**src/core/mmd_pkg.sv**
```systemverilog
// Package for the dual-channel memory-to-memory copy engine
package mmd_pkg;
   localparam int          MMD_AW         = 20;
   localparam int          MMD_DW         = 8;
   localparam logic [19:0] MMD_STAGE_ADDR = 20'h00800;
   localparam logic [19:0] MMD_SRC_BASE   = 20'ha0000;
   localparam logic [19:0] MMD_DST_BASE   = 20'hc0000;
   localparam logic [8:0]  MMD_BLOCK_LEN  = 9'h080;
   localparam logic [19:0] MMD_PTR_STEP   = 20'h00001;

   typedef enum logic [2:0] {
      MMD_IDLE  = 3'b000,
      MMD_C0_RD = 3'b001,
      MMD_C0_WR = 3'b010,
      MMD_C1_RD = 3'b011,
      MMD_C1_WR = 3'b100
   } mmd_state_e;

   typedef struct packed {
      logic        req;
      logic        we;
      logic [19:0] addr;
      logic [7:0]  wdata;
   } mmd_bus_req_s;
endpackage

```
**src/core/mmd_dma.sv**
```systemverilog
// Dual-channel DMA copying one staged byte per periodic timer request
//
// Contract
// Simultaneous requests: channel zero granted first, channel one after it.
// Each timer request raises requests on both channels together.
// Channel zero reads source byte, writes staging RAM, increments source.
// Channel one reads staging byte, writes destination, increments dest.
// Copy covers 128 contiguous bytes from source base to dest base.
// Per-channel byte count; exhausted channel ignores requests until reloaded.
`timescale 1ns/1ns
module mmd_dma
   import mmd_pkg::*;
#(
   parameter logic [19:0] SRC_BASE  = MMD_SRC_BASE,
   parameter logic [19:0] DST_BASE  = MMD_DST_BASE,
   parameter logic [8:0]  BLOCK_LEN = MMD_BLOCK_LEN
) (
   input  wire logic         clk_sys,
   input  wire logic         sys_rst,
   input  wire logic         timer_req,
   input  wire logic         reload,
   output mmd_bus_req_s      mem_req,
   input  wire logic         mem_ack,
   input  wire logic [7:0]   mem_rdata,
   output logic              busy,
   output logic              done,
   output logic [8:0]        count_zero,
   output logic [8:0]        count_one
);
   mmd_state_e  state;
   mmd_state_e  next_state;
   logic        pend_zero;
   logic        pend_one;
   logic [19:0] src_ptr;
   logic [19:0] dst_ptr;
   logic [7:0]  data_hold;
   logic        step;
   logic        take_zero;
   logic        take_one;
   logic        fin_zero;
   logic        fin_one;

   // Last access of a channel's byte, shared by pending clear and pointers
   function automatic logic last_access(input mmd_state_e cur,
                                        input mmd_state_e wr_state,
                                        input logic       fire);
      return (cur == wr_state) && fire;
   endfunction

   // A request counts only while the channel still has bytes left
   function automatic logic accept_req(input logic       req_in,
                                       input logic [8:0] left);
      return req_in && (left != 9'h000);
   endfunction

   assign step = mem_req.req && mem_ack;

   // exhausted channel ignores request
   assign take_zero = accept_req(timer_req, count_zero);
   assign take_one  = accept_req(timer_req, count_one);

   assign fin_zero = last_access(state, MMD_C0_WR, step);
   assign fin_one  = last_access(state, MMD_C1_WR, step);

   // both requests: set wins over service clear
   always_ff @(posedge clk_sys) begin
      if (sys_rst || reload)
         pend_zero <= 1'b0;
      else if (take_zero)
         pend_zero <= 1'b1;
      else if (fin_zero)
         pend_zero <= 1'b0;
   end

   // channel one pends on the same request
   always_ff @(posedge clk_sys) begin
      if (sys_rst || reload)
         pend_one <= 1'b0;
      else if (take_one)
         pend_one <= 1'b1;
      else if (fin_one)
         pend_one <= 1'b0;
   end

   // fixed priority arbitration
   always_comb begin
      next_state = state;
      case (state)
         MMD_IDLE: begin
            // Fresh request starts at once, saving a cycle of latency
            if (pend_zero || take_zero)
               next_state = MMD_C0_RD;
            else if (pend_one || take_one)
               next_state = MMD_C1_RD;
         end
         MMD_C0_RD: begin
            if (step)
               next_state = MMD_C0_WR;
         end
         MMD_C0_WR: begin
            // Channel one waits for channel zero to finish its byte
            if (step)
               next_state = pend_one ? MMD_C1_RD : MMD_IDLE;
         end
         MMD_C1_RD: begin
            if (step)
               next_state = MMD_C1_WR;
         end
         MMD_C1_WR: begin
            if (step)
               next_state = MMD_IDLE;
         end
         default: next_state = MMD_IDLE;
      endcase
   end

   always_ff @(posedge clk_sys) begin
      if (sys_rst)
         state <= MMD_IDLE;
      else if (reload)
         state <= MMD_IDLE;
      else
         state <= next_state;
   end

   // Bus request decode per state
   always_comb begin
      mem_req = '0;
      case (state)
         MMD_C0_RD: begin
            mem_req.req  = 1'b1;
            mem_req.addr = src_ptr;
         end
         MMD_C0_WR: begin
            mem_req.req   = 1'b1;
            mem_req.we    = 1'b1;
            mem_req.addr  = MMD_STAGE_ADDR;
            mem_req.wdata = data_hold;
         end
         MMD_C1_RD: begin
            mem_req.req  = 1'b1;
            mem_req.addr = MMD_STAGE_ADDR;
         end
         MMD_C1_WR: begin
            mem_req.req   = 1'b1;
            mem_req.we    = 1'b1;
            mem_req.addr  = dst_ptr;
            mem_req.wdata = data_hold;
         end
         default: mem_req = '0;
      endcase
   end

   // Read data latched for the following write
   always_ff @(posedge clk_sys) begin
      if (sys_rst)
         data_hold <= 8'h00;
      else if (step && !mem_req.we)
         data_hold <= mem_rdata;
   end

   // source side and R5 base load
   always_ff @(posedge clk_sys) begin
      if (sys_rst || reload) begin
         src_ptr    <= SRC_BASE;
         count_zero <= BLOCK_LEN;
      end else if (fin_zero) begin
         src_ptr    <= src_ptr + MMD_PTR_STEP;
         count_zero <= count_zero - 9'h001;
      end
   end

   // destination side, R6 count down
   always_ff @(posedge clk_sys) begin
      if (sys_rst || reload) begin
         dst_ptr   <= DST_BASE;
         count_one <= BLOCK_LEN;
      end else if (fin_one) begin
         dst_ptr   <= dst_ptr + MMD_PTR_STEP;
         count_one <= count_one - 9'h001;
      end
   end

   assign busy = (state != MMD_IDLE);
   // Done once both channels have moved the whole block
   assign done = (count_zero == 9'h000) && (count_one == 9'h000) && !busy;
endmodule

```
**config.mk**
```make
export PLATFORM = sky130hd
export DESIGN_NAME = mmd_dma
export DESIGN_NICKNAME = d
export VERILOG_FILES = /design/src/core/mmd_pkg.sv /design/src/core/mmd_dma.sv
export SDC_FILE = /design/constraint.sdc
export NUM_CORES = 1
export LEC_CHECK = 0
export BUFFER_PORTS_ARGS = -buffer_cell sky130_fd_sc_hd__buf_2
export CAP_MARGIN = 30
export CELL_PAD_IN_SITES_DETAIL_PLACEMENT = 1
export CELL_PAD_IN_SITES_GLOBAL_PLACEMENT = 1
export CORE_ASPECT_RATIO = 0.75
export CORE_MARGIN = 10
export CORE_UTILIZATION = 44
export DETAILED_ROUTE_END_ITERATION = 8
export HOLD_SLACK_MARGIN = 0.02
export PLACE_DENSITY_LB_ADDON = 0.1
export SYNTH_ARGS = -nofsm -noshare
export SYNTH_HDL_FRONTEND = slang
export SYNTH_SLANG_ARGS = --single-unit
```
**constraint.sdc**
```tcl
create_clock -name clk_sys -period 5.49 [get_ports clk_sys]
set_clock_uncertainty 0.1 [all_clocks]
set_input_delay 0.2745 -clock clk_sys [delete_from_list [all_inputs] [get_ports clk_sys]]
set_output_delay 0.2745 -clock clk_sys [all_outputs]
set_load 0.005 [all_outputs]
```
==> impl_metrics.json, run 1 <==
{
  "status": "finished, final reports clean",
  "synth-main-ff-cell": "dfxtp_1",
  "cp_data_required_time_ps": 5600,
  "power_density_nw_per_um2": 286,
  "crit_path_max_fanout": 32,
  "synth_nets": 442,
  "timing.final.crit_share_pct": 50.8,
  "final_cells": 582,
  "grt_max_degree": 56,
  "placed_cell_area_um2": 3820,
  "vias": 3195,
  "leakage_uw": 0.00162,
  "syn_area_per_cell_um2": 8.18,
  "synth_area_leader_cell": "dfxtp_1",
  "path_clk_slew_ps": 80,
  "p_sw_share_pct": 21.8,
  "finalCriticalPeriod_ps": 2790,
  "htree_levels": 3,
  "multi_input_area_um2": 1920,
  "setup_violations": 0,
  "postSynthCellCount": 423,
  "ys_ff_latch": 71,
  "async_flop_share_pct": 0,
  "hp-start": "mem_rdata[6]",
  "io_buffer_count": 62,
  "clock_power_share_pct": 49.2,
  "setup_tns_ps": 0,
  "p_switching_uw": 256,
  "routedWlPerCell_um": 17.3,
  "dp_cells": 566,
  "yosysSeqAreaShare_pct": 41.1,
  "fillers": 944,
  "nNetsFinal": 495,
  "netlist.area_leader.share_pct": 41.1,
  "synth_cell_type_count": 44,
  "track_usage_pct": 17.2,
  "root_buffer": "clkbuf_8",
  "synthTopCellsByArea": "dfxtp_1 (41%), nor2_1 (8.0%), xor2_1 (7.6%)",
  "clock_path_buffers": 2,
  "gp_congestion": 0.808,
  "antenna_found_initial": 0,
  "cap_violations": 0,
  "cts_buffers": 9,
  "viasPerCell": 5.49,
  "synthToLayoutAreaGrowth_pct": 18.6,
  "clock_latency_ps": 360,
  "clock.fmax_ghz": 0.358,
  "num_rows": 27,
  "grt-ovfl-total": 0,
  "clkSinkCount": 71,
  "start_util_pct": 46.1,
  "critPathLaunchType": "flop",
  "combPwrFrac_pct": 5.6,
  "synth-edff-count": 0,
  "ctsResizeCount": 0,
  "worstMarginPinSlew_ps": 1010,
  "yosys_warnings": 0,
  "wl_um": 10000,
  "ant_nets": 0,
  "dp.final_hpwl_um": 7130,
  "grt_pass1_vias": 3252,
  "worstReg2RegStart": "state[1]$_SDFFE_PP0P_",
  "path_class": "reg2reg",
  "drv_slew": 0,
  "dr.first_iter.drc_count": 295,
  "core_um2": 7500,
  "netlist_area_um2": 3460,
  "die_area_um2": 11800,
  "drc": 0,
  "die_h_um": 96.8,
  "cp.arrival_ps": 2900,
  "die_w_um": 122,
  "power_uw": 1170,
  "crit_path_end_kind": "flop",
  "startpoint": "state[1]$_SDFFE_PP0P_",
  "irDropWorstVdd_uv": 150,
  "pwr-share-seq_pct": 45.2,
  "hp-class": "in2reg",
  "drive_above_1_share_pct": 18.5,
  "register_area_um2": 1420,
  "pin_count": 63,
  "dr.pass1.iters": 4,
  "hold_violations": 0,
  "internal_power_uw": 917,
  "cts_hold_buf": 0,
  "grt_setup_unrepaired": "no",
  "grt_pass1_wl_um": 16800,
  "design_area_um2": 4100,
  "cts_tree": "yes",
  "max-slew-margin-rel_pct": 32.3,
  "post-cts-setup-buffers": 0,
  "antenna_cells": 0
}
==> flip-flops by register name, summed over array words and instances, names as in the netlist <==
register    cells
dst_ptr        20
data_hold       8
pend_one        1
pend_zero       1
src_ptr        20
count_one       9
count_zero      9
state           3
==> cell usage after synthesis, types with 6 or more instances <==
cell,n
and3_1,6
and2_1,11
a22oi_1,21
nand2_1,40
nand3_1,28
clkbuf_1,15
inv_1,7
dfxtp_1,71
xnor2_1,16
nor2_1,74
nor3_1,9
nand4_1,8
ha_1,6
a21oi_1,18
o21ai_1,6
or3_1,7
xor2_1,30
==> through the flow <==
step	hold slack [ps]	worst slack, ps	util (%)
CTS	50.4	2690	54.7
detailed placement	346	2730	51.0
finish	65.0	2700	54.7
floorplan	322	3630	-
global route	67.8	2370	54.7
global placement	337	2930	50.9
==> layout by cell type, fill, tap and decap left out, drive strengths merged, types with 2 or more instances in the layout <==
cell and instances:
nor2 74, dfxtp 71, buf 65, nand2 40
xor2 30, nand3 28, a22oi 21, a21oi 18
xnor2 16, and2 11, clkbuf 11, nor3 11
nand4 9, o21ai 9, inv 7, or3 7
and3 6, ha 6, and4 5, nor4 4
bufinv 4, a211oi 3, nor4b 2, nand4bb 2
or2 2, and4bb 2, nand3b 2, or4 2
nand2b 2, nor2b 2
==> worst paths after layout <==
path,endpoint,slack [ps],cells past startpoint
min reg2reg,data_hold[3]$_SDFFE_PP0P_,350,2
max,src_ptr[19]$_SDFFE_PP1P_,2700,5
min,data_hold[6]$_SDFFE_PP0P_,70,3
max reg2reg,src_ptr[19]$_SDFFE_PP1P_,2700,5
==> power by group through the flow <==
stage	combinational [µW]	sequential [µW]	clock, µW
after floorplan	49.6	535	0
after global placement	64.4	541	0
after detailed placement	66.3	542	0
after CTS	66.8	530	589
after global routing	73.8	532	613
final	65.7	530	577
==> critical path: stages, from the launching register on <==
cell      delay, ps
dfxtp_1         990
and4bb_1        600
nand4_2         340
nor3_1          370
xnor2_1         180
nand2_1          70
==> cells by family (layout without fill, tap and decap cells) <==
group / Yosys count / after routing / synth area share [%]
xor+xnor: 46 / 46 / 11.6
simple gates: 213 / 213 / 30.8
buf+inv: 30 / 88 / 3.55
flops: 71 / 71 / 41.1
compound gates: 56 / 56 / 10.5
mux: 1 / 1 / 0.289
fa+ha+maj: 6 / 6 / 2.17
==> metal layers <==
layer,vias to the layer above,part of all wire [%],global-route usage (%)
li1,1561,-,-
met3,18,5.3,4.87
met1,1550,47,22.7
met4,0,1.7,6.01
met2,66,46,26.1
met5,-,0,0
==> area by class of cell <==
cell class / count / area share (%)
inverter: 7 / 0.640
clock inverter: 5 / 3.11
multi-input combinational: 322 / 46.7
sequential: 71 / 34.6
tap: 101 / 3.08
clock buffer: 11 / 3.69
timing repair buffer: 65 / 8.11
Note: power is estimated with default switching activity, not from simulation.
==> run 2: changes to the inputs <==
- ABC_AREA: unset -> 1
- CORE_UTILIZATION: 44 -> 39
- clock period: 5.49 -> 2.8 ns (I/O delays scaled with it)
==> impl_metrics.json, run 2 <==
{
  "status": "finished, final reports clean",
  "yosysMostFrequentCell": "nand2_1",
  "die_area_um2": 13900,
  "critPathBufInv": 2,
  "path_clk_slew_ps": 60,
  "grt_pass1_vias": 4029,
  "die_h_um": 105,
  "ys_top_cells_by_count": "nand2_1 (113), inv_1 (90), dfxtp_1 (71), nor2_1 (64), a21oi_1 (54)",
  "cts_buffers": 9,
  "yosys_warnings": 0,
  "reg2regPathDepth": 6,
  "grt-ovfl-total": 0,
  "track_usage_pct": 17.2,
  "clock.fmax_ghz": 0.418,
  "timing.final.crit_share_pct": 85.5,
  "vias": 3836,
  "synth-edff-count": 0,
  "crit_path_max_fanout": 22,
  "finalCriticalPeriod_ps": 2400,
  "path_common_cell": "nor2_1",
  "postLayoutCoreUtil_pct": 49.5,
  "slowest_stage": "nor2_1",
  "setup_violations": 0,
  "clock_latency_ps": 340,
  "clock_path_buffers": 2,
  "critPathLaunchType": "flop",
  "power_density_nw_per_um2": 521,
  "cp.arrival_ps": 2160,
  "htree_levels": 3,
  "netlist.area_leader.share_pct": 38.3,
  "num_rows": 30,
  "postSynthCellCount": 558,
  "antenna_found_initial": 0,
  "max-slew-margin-rel_pct": 56.4,
  "min_path_cells": 3,
  "async_flop_share_pct": 0,
  "setup_tns_ps": 0,
  "hp-class": "in2reg",
  "cts_tree": "yes",
  "dpl_worst_slack_ps": 726,
  "cap_violations": 0,
  "core_um2": 9160,
  "cts_hold_buf": 8,
  "synthTopCellsByArea": "dfxtp_1 (38%), nand2_1 (11%), inv_1 (9.1%)",
  "ant_nets": 0,
  "fillers": 1253,
  "netlist_area_um2": 3710,
  "ctsResizeCount": 0,
  "clkSinkCount": 71,
  "final_common_cell": "nand2_1",
  "setup_ws_ps": 405,
  "viasPerCell": 5.03,
  "nNetsFinal": 649,
  "final_cells": 763,
  "start_util_pct": 40.6,
  "dr.first_iter.drc_count": 182,
  "critical-path-max-stage-delay_ps": 490,
  "dr.pass1.iters": 4,
  "grt_pass1_wl_um": 19700,
  "drv_slew": 0,
  "critical_path.top_delay_family": "simple AND/OR/NAND/NOR gates",
  "dp_cells": 739,
  "gp_congestion": 0.805,
  "cp_num_cells": 6,
  "synth_cell_type_count": 30,
  "antenna_cells": 0,
  "root_buffer": "clkbuf_16",
  "ys_ff_latch": 71,
  "crit_path_end_kind": "output port",
  "drc": 0,
  "dp.final_hpwl_um": 8860,
  "worstMarginPinSlew_ps": 649,
  "synth-main-ff-cell": "dfxtp_1",
  "yosysSeqAreaShare_pct": 38.3,
  "grt_setup_unrepaired": "no",
  "hold_violations": 0,
  "syn_area_per_cell_um2": 6.66,
  "path_class": "reg2out",
  "leakage_uw": 0.00190,
  "io_buffer_count": 62,
  "wl_um": 12000,
  "grt_max_degree": 46,
  "synth_area_leader_cell": "dfxtp_1",
  "crit_path_cell_trace": "nor2_2 > nand2_2 > inv_1 > nor2_1 > nor2_1 > buf_2",
  "pin_count": 63,
  "irDropWorstVdd_uv": 344,
  "die_w_um": 133,
  "final_cell_mix": "nand2_1 (113), inv_1 (90), dfxtp_1 (71), nor2_1 (64), buf_2 (62)",
  "post-cts-setup-buffers": 0,
  "synthToLayoutAreaGrowth_pct": 22.0,
  "reg_top3": "dst_ptr (20), src_ptr (20)",
  "drive_above_1_share_pct": 16.4,
  "synth_nets": 577,
  "routedWlPerCell_um": 15.7,
  "cp_data_required_time_ps": 2560
}
-- run 2: worst register-to-register path, stage by stage, from the launching register on --
cell and delay (ps):
dfxtp_1 380, nor2_2 200, nand2_2 310, nor2_8 390
nand2_1 190, o31ai_1 290, nand3_1 120
-- run 2: cells by family after synthesis --
group                      after synthesis  share of synthesized area, %
buffers and inverters                  103                          10.6
AOI/OAI and AO/OA                      114                          16.2
and+or+nand+nor                        260                          32.0
adders and majority gates                6                          2.02
xor gates and xnor gates                 4                         0.943
DFF                                     71                          38.3
-- run 2: path summary, 6_finish.rpt --
check	slack [ps]	to	from
max	400	mem_req[6]	state[1]$_SDFFE_PP0P_
min	50	data_hold[5]$_SDFFE_PP0P_	mem_rdata[5]
max reg2reg	690	count_one[7]$_SDFFE_PP1P_	state[1]$_SDFFE_PP0P_
min reg2reg	360	data_hold[4]$_SDFFE_PP0P_	data_hold[4]$_SDFFE_PP0P_
-- run 2: layout make-up --
cell class | instances | area (µm²) | share of cell area (%)
multi-input combinational | 384 | 1900 | 41.9
tap | 128 | 160 | 3.53
inverter | 92 | 345 | 7.62
sequential | 71 | 1420 | 31.4
timing repair buffer | 72 | 405 | 8.95
clock inverter | 6 | 60.1 | 1.33
clock buffer | 10 | 239 | 5.27
-- run 2: where the power goes --
part | switching (µW) | total (µW) | internal (µW)
logic | 106 | 163 | 57.4
registers | 10.6 | 1040 | 1020
clock network | 456 | 1160 | 709
total | 572 | 2360 | 1790
-- run 2: metal layers --
metal	GRT usage, %	vias to the layer above	share of wire [%]
met5	0	-	0
met4	3.45	0	0.61
li1	-	1943	-
met2	29.0	60	47
met3	6.08	8	5.2
met1	20.7	1825	47
-- run 2: stage by stage --
step	hold WS [ps]	area (µm²)	power, µW
global placement	321	4150	1210
detailed placement	339	4150	1210
finish	46.4	4530	2360
global route	57.1	4530	2460
floorplan	183	3710	1150
CTS	25.5	4530	2390
==> run 3: changes to the inputs <==
- CAP_MARGIN: 30 -> 0
- CORE_UTILIZATION: 39 -> 36
- clock period: 2.8 -> 2.1 ns (I/O delays scaled with it)
==> impl_metrics.json, run 3 (synthesis gave the netlist of run 2 again) <==
{
  "status": "finished, final reports clean",
  "dr_wl_met3_um": 590,
  "antenna_cells": 0,
  "clkSinkCount": 71,
  "cts_tree": "yes",
  "track_usage_pct": 16.6,
  "drv_slew": 0,
  "dr.pass1.iters": 4,
  "pin_count": 63,
  "root_buffer": "clkbuf_16",
  "die_area_um2": 14800,
  "irDropWorstVdd_uv": 417,
  "finalCriticalPeriod_ps": 1920,
  "met1_length_um": 5650,
  "setup_ws_ps": 175,
  "setup_tns_ps": 0,
  "clock_latency_ps": 330,
  "setup_violations": 0,
  "path_class": "reg2out",
  "hp-class": "in2reg",
  "final_common_cell": "nand2_1",
  "ant_nets": 0,
  "drc": 0,
  "routedWlPerCell_um": 15.2,
  "wl_um": 11800,
  "path_clk_slew_ps": 50,
  "clock.fmax_ghz": 0.520,
  "cp.arrival_ps": 1720,
  "critPathLaunchType": "flop",
  "power_uw": 3000,
  "grt_setup_unrepaired": "no",
  "reg2regPathDepth": 8,
  "cp_data_required_time_ps": 1890,
  "drive_above_1_share_pct": 16.4,
  "htree_levels": 3,
  "wl_met2_um": 5400,
  "io_buffer_count": 62,
  "synthToLayoutAreaGrowth_pct": 23.0,
  "vias": 3812,
  "clock_path_buffers": 2,
  "nNetsFinal": 655,
  "grt_pass1_vias": 3946,
  "cts_buffers": 9,
  "start_util_pct": 36.5,
  "rrSetupSlack_ps": 280,
  "cap_violations": 0,
  "antenna_found_initial": 0,
  "grt_max_degree": 24,
  "maxUsedRoutingLayer": "met4",
  "num_rows": 32,
  "core_um2": 10200,
  "leakage_uw": 0.00192,
  "holdPathEnd": "data_hold[3]$_SDFFE_PP0P_",
  "worstMarginPinSlew_ps": 699,
  "dp.final_hpwl_um": 9130,
  "viasPerCell": 4.91,
  "min_path_cells": 4,
  "reg_top3": "dst_ptr (20), src_ptr (20)",
  "grt_pass1_wl_um": 19700,
  "max-slew-margin-rel_pct": 53.1,
  "die_h_um": 108,
  "timing.final.crit_share_pct": 91.6,
  "crit_path_max_fanout": 19,
  "dp_cells": 751,
  "final_cells": 776,
  "dpl_worst_slack_ps": 193,
  "crit_path_end_kind": "output port",
  "dr.first_iter.drc_count": 191,
  "r2r_end": "dst_ptr[17]$_SDFFE_PP0P_",
  "final_cell_mix": "nand2_1 (113), inv_1 (90), dfxtp_1 (70), nor2_1 (63), buf_2 (62)",
  "worstReg2RegStart": "state[1]$_SDFFE_PP0P_",
  "grt-ovfl-total": 0,
  "die_w_um": 137,
  "power_density_nw_per_um2": 656,
  "hp-start": "sys_rst",
  "holdWs_ps": 65.5,
  "gp_congestion": 0.802,
  "hold_violations": 0
}
-- run 3: final cells by class --
| cell class | instances | area (µm²) |
|---|---|---|
| fillers | 1359 | 5600 |
| multi-input cells | 384 | 1910 |
| flip-flops and latches | 71 | 1420 |
| repair buffers | 78 | 459 |
| inverters | 92 | 345 |
| clock buffers | 14 | 254 |
| well taps | 136 | 170 |
| clock inverters | 1 | 5.00 |
-- run 3: worst max-delay path by stage --
| stage | startpoint | to | slack, ps |
|---|---|---|---|
| 2_1_floorplan | dst_ptr[0]$_SDFFE_PP0P_ | dst_ptr[12]$_SDFFE_PP0P_ | 570 |
| 3_3_place_gp | dst_ptr[0]$_SDFFE_PP0P_ | dst_ptr[12]$_SDFFE_PP0P_ | 340 |
| 3_5_place_dp | state[1]$_SDFFE_PP0P_ | dst_ptr[17]$_SDFFE_PP0P_ | 190 |
| 4_1_cts | state[1]$_SDFFE_PP0P_ | mem_req[1] | 7 |
| 5_1_grt | state[0]$_SDFFE_PP0P_ | mem_req[13] | 40 |
| 6_report | state[0]$_SDFFE_PP0P_ | mem_req[13] | 180 |
-- run 3: power by group --
group,switching (µW),internal (µW)
logic,143,85.1
clock network,560,825
registers,14.9,1370
total,718,2280
-- run 3: timing repair --
action / in CTS / in global routing
cloned: 0 / 0
resized for setup: 1 / 4
pin swaps: 0 / 0
hold buffers: 10 / 0
setup endpoints to repair: 1 / 23
buffers inserted: 0 / 0
hold endpoints to repair: 11 / 0
-- run 3: through the flow --
step | util (%) | cell area (µm²)
finish | 44.9 | 4570
global route | 44.9 | 4570
CTS | 44.8 | 4560
detailed placement | 41.2 | 4190
global placement | 41.2 | 4190
floorplan | - | 3710
-- run 3: per-layer routing --
metal	vias to the layer above	GRT usage [%]
met2	65	27.0
met4	0	5.18
li1	1958	-
met1	1777	20.8
met3	12	4.91
met5	-	0
-- run 3: critical path, stage by stage, from the launching register on --
cell and delay [ps]:
dfxtp_1 410, inv_1 130, nor2_2 240, nand2_4 200, o22ai_1 240, buf_2 160
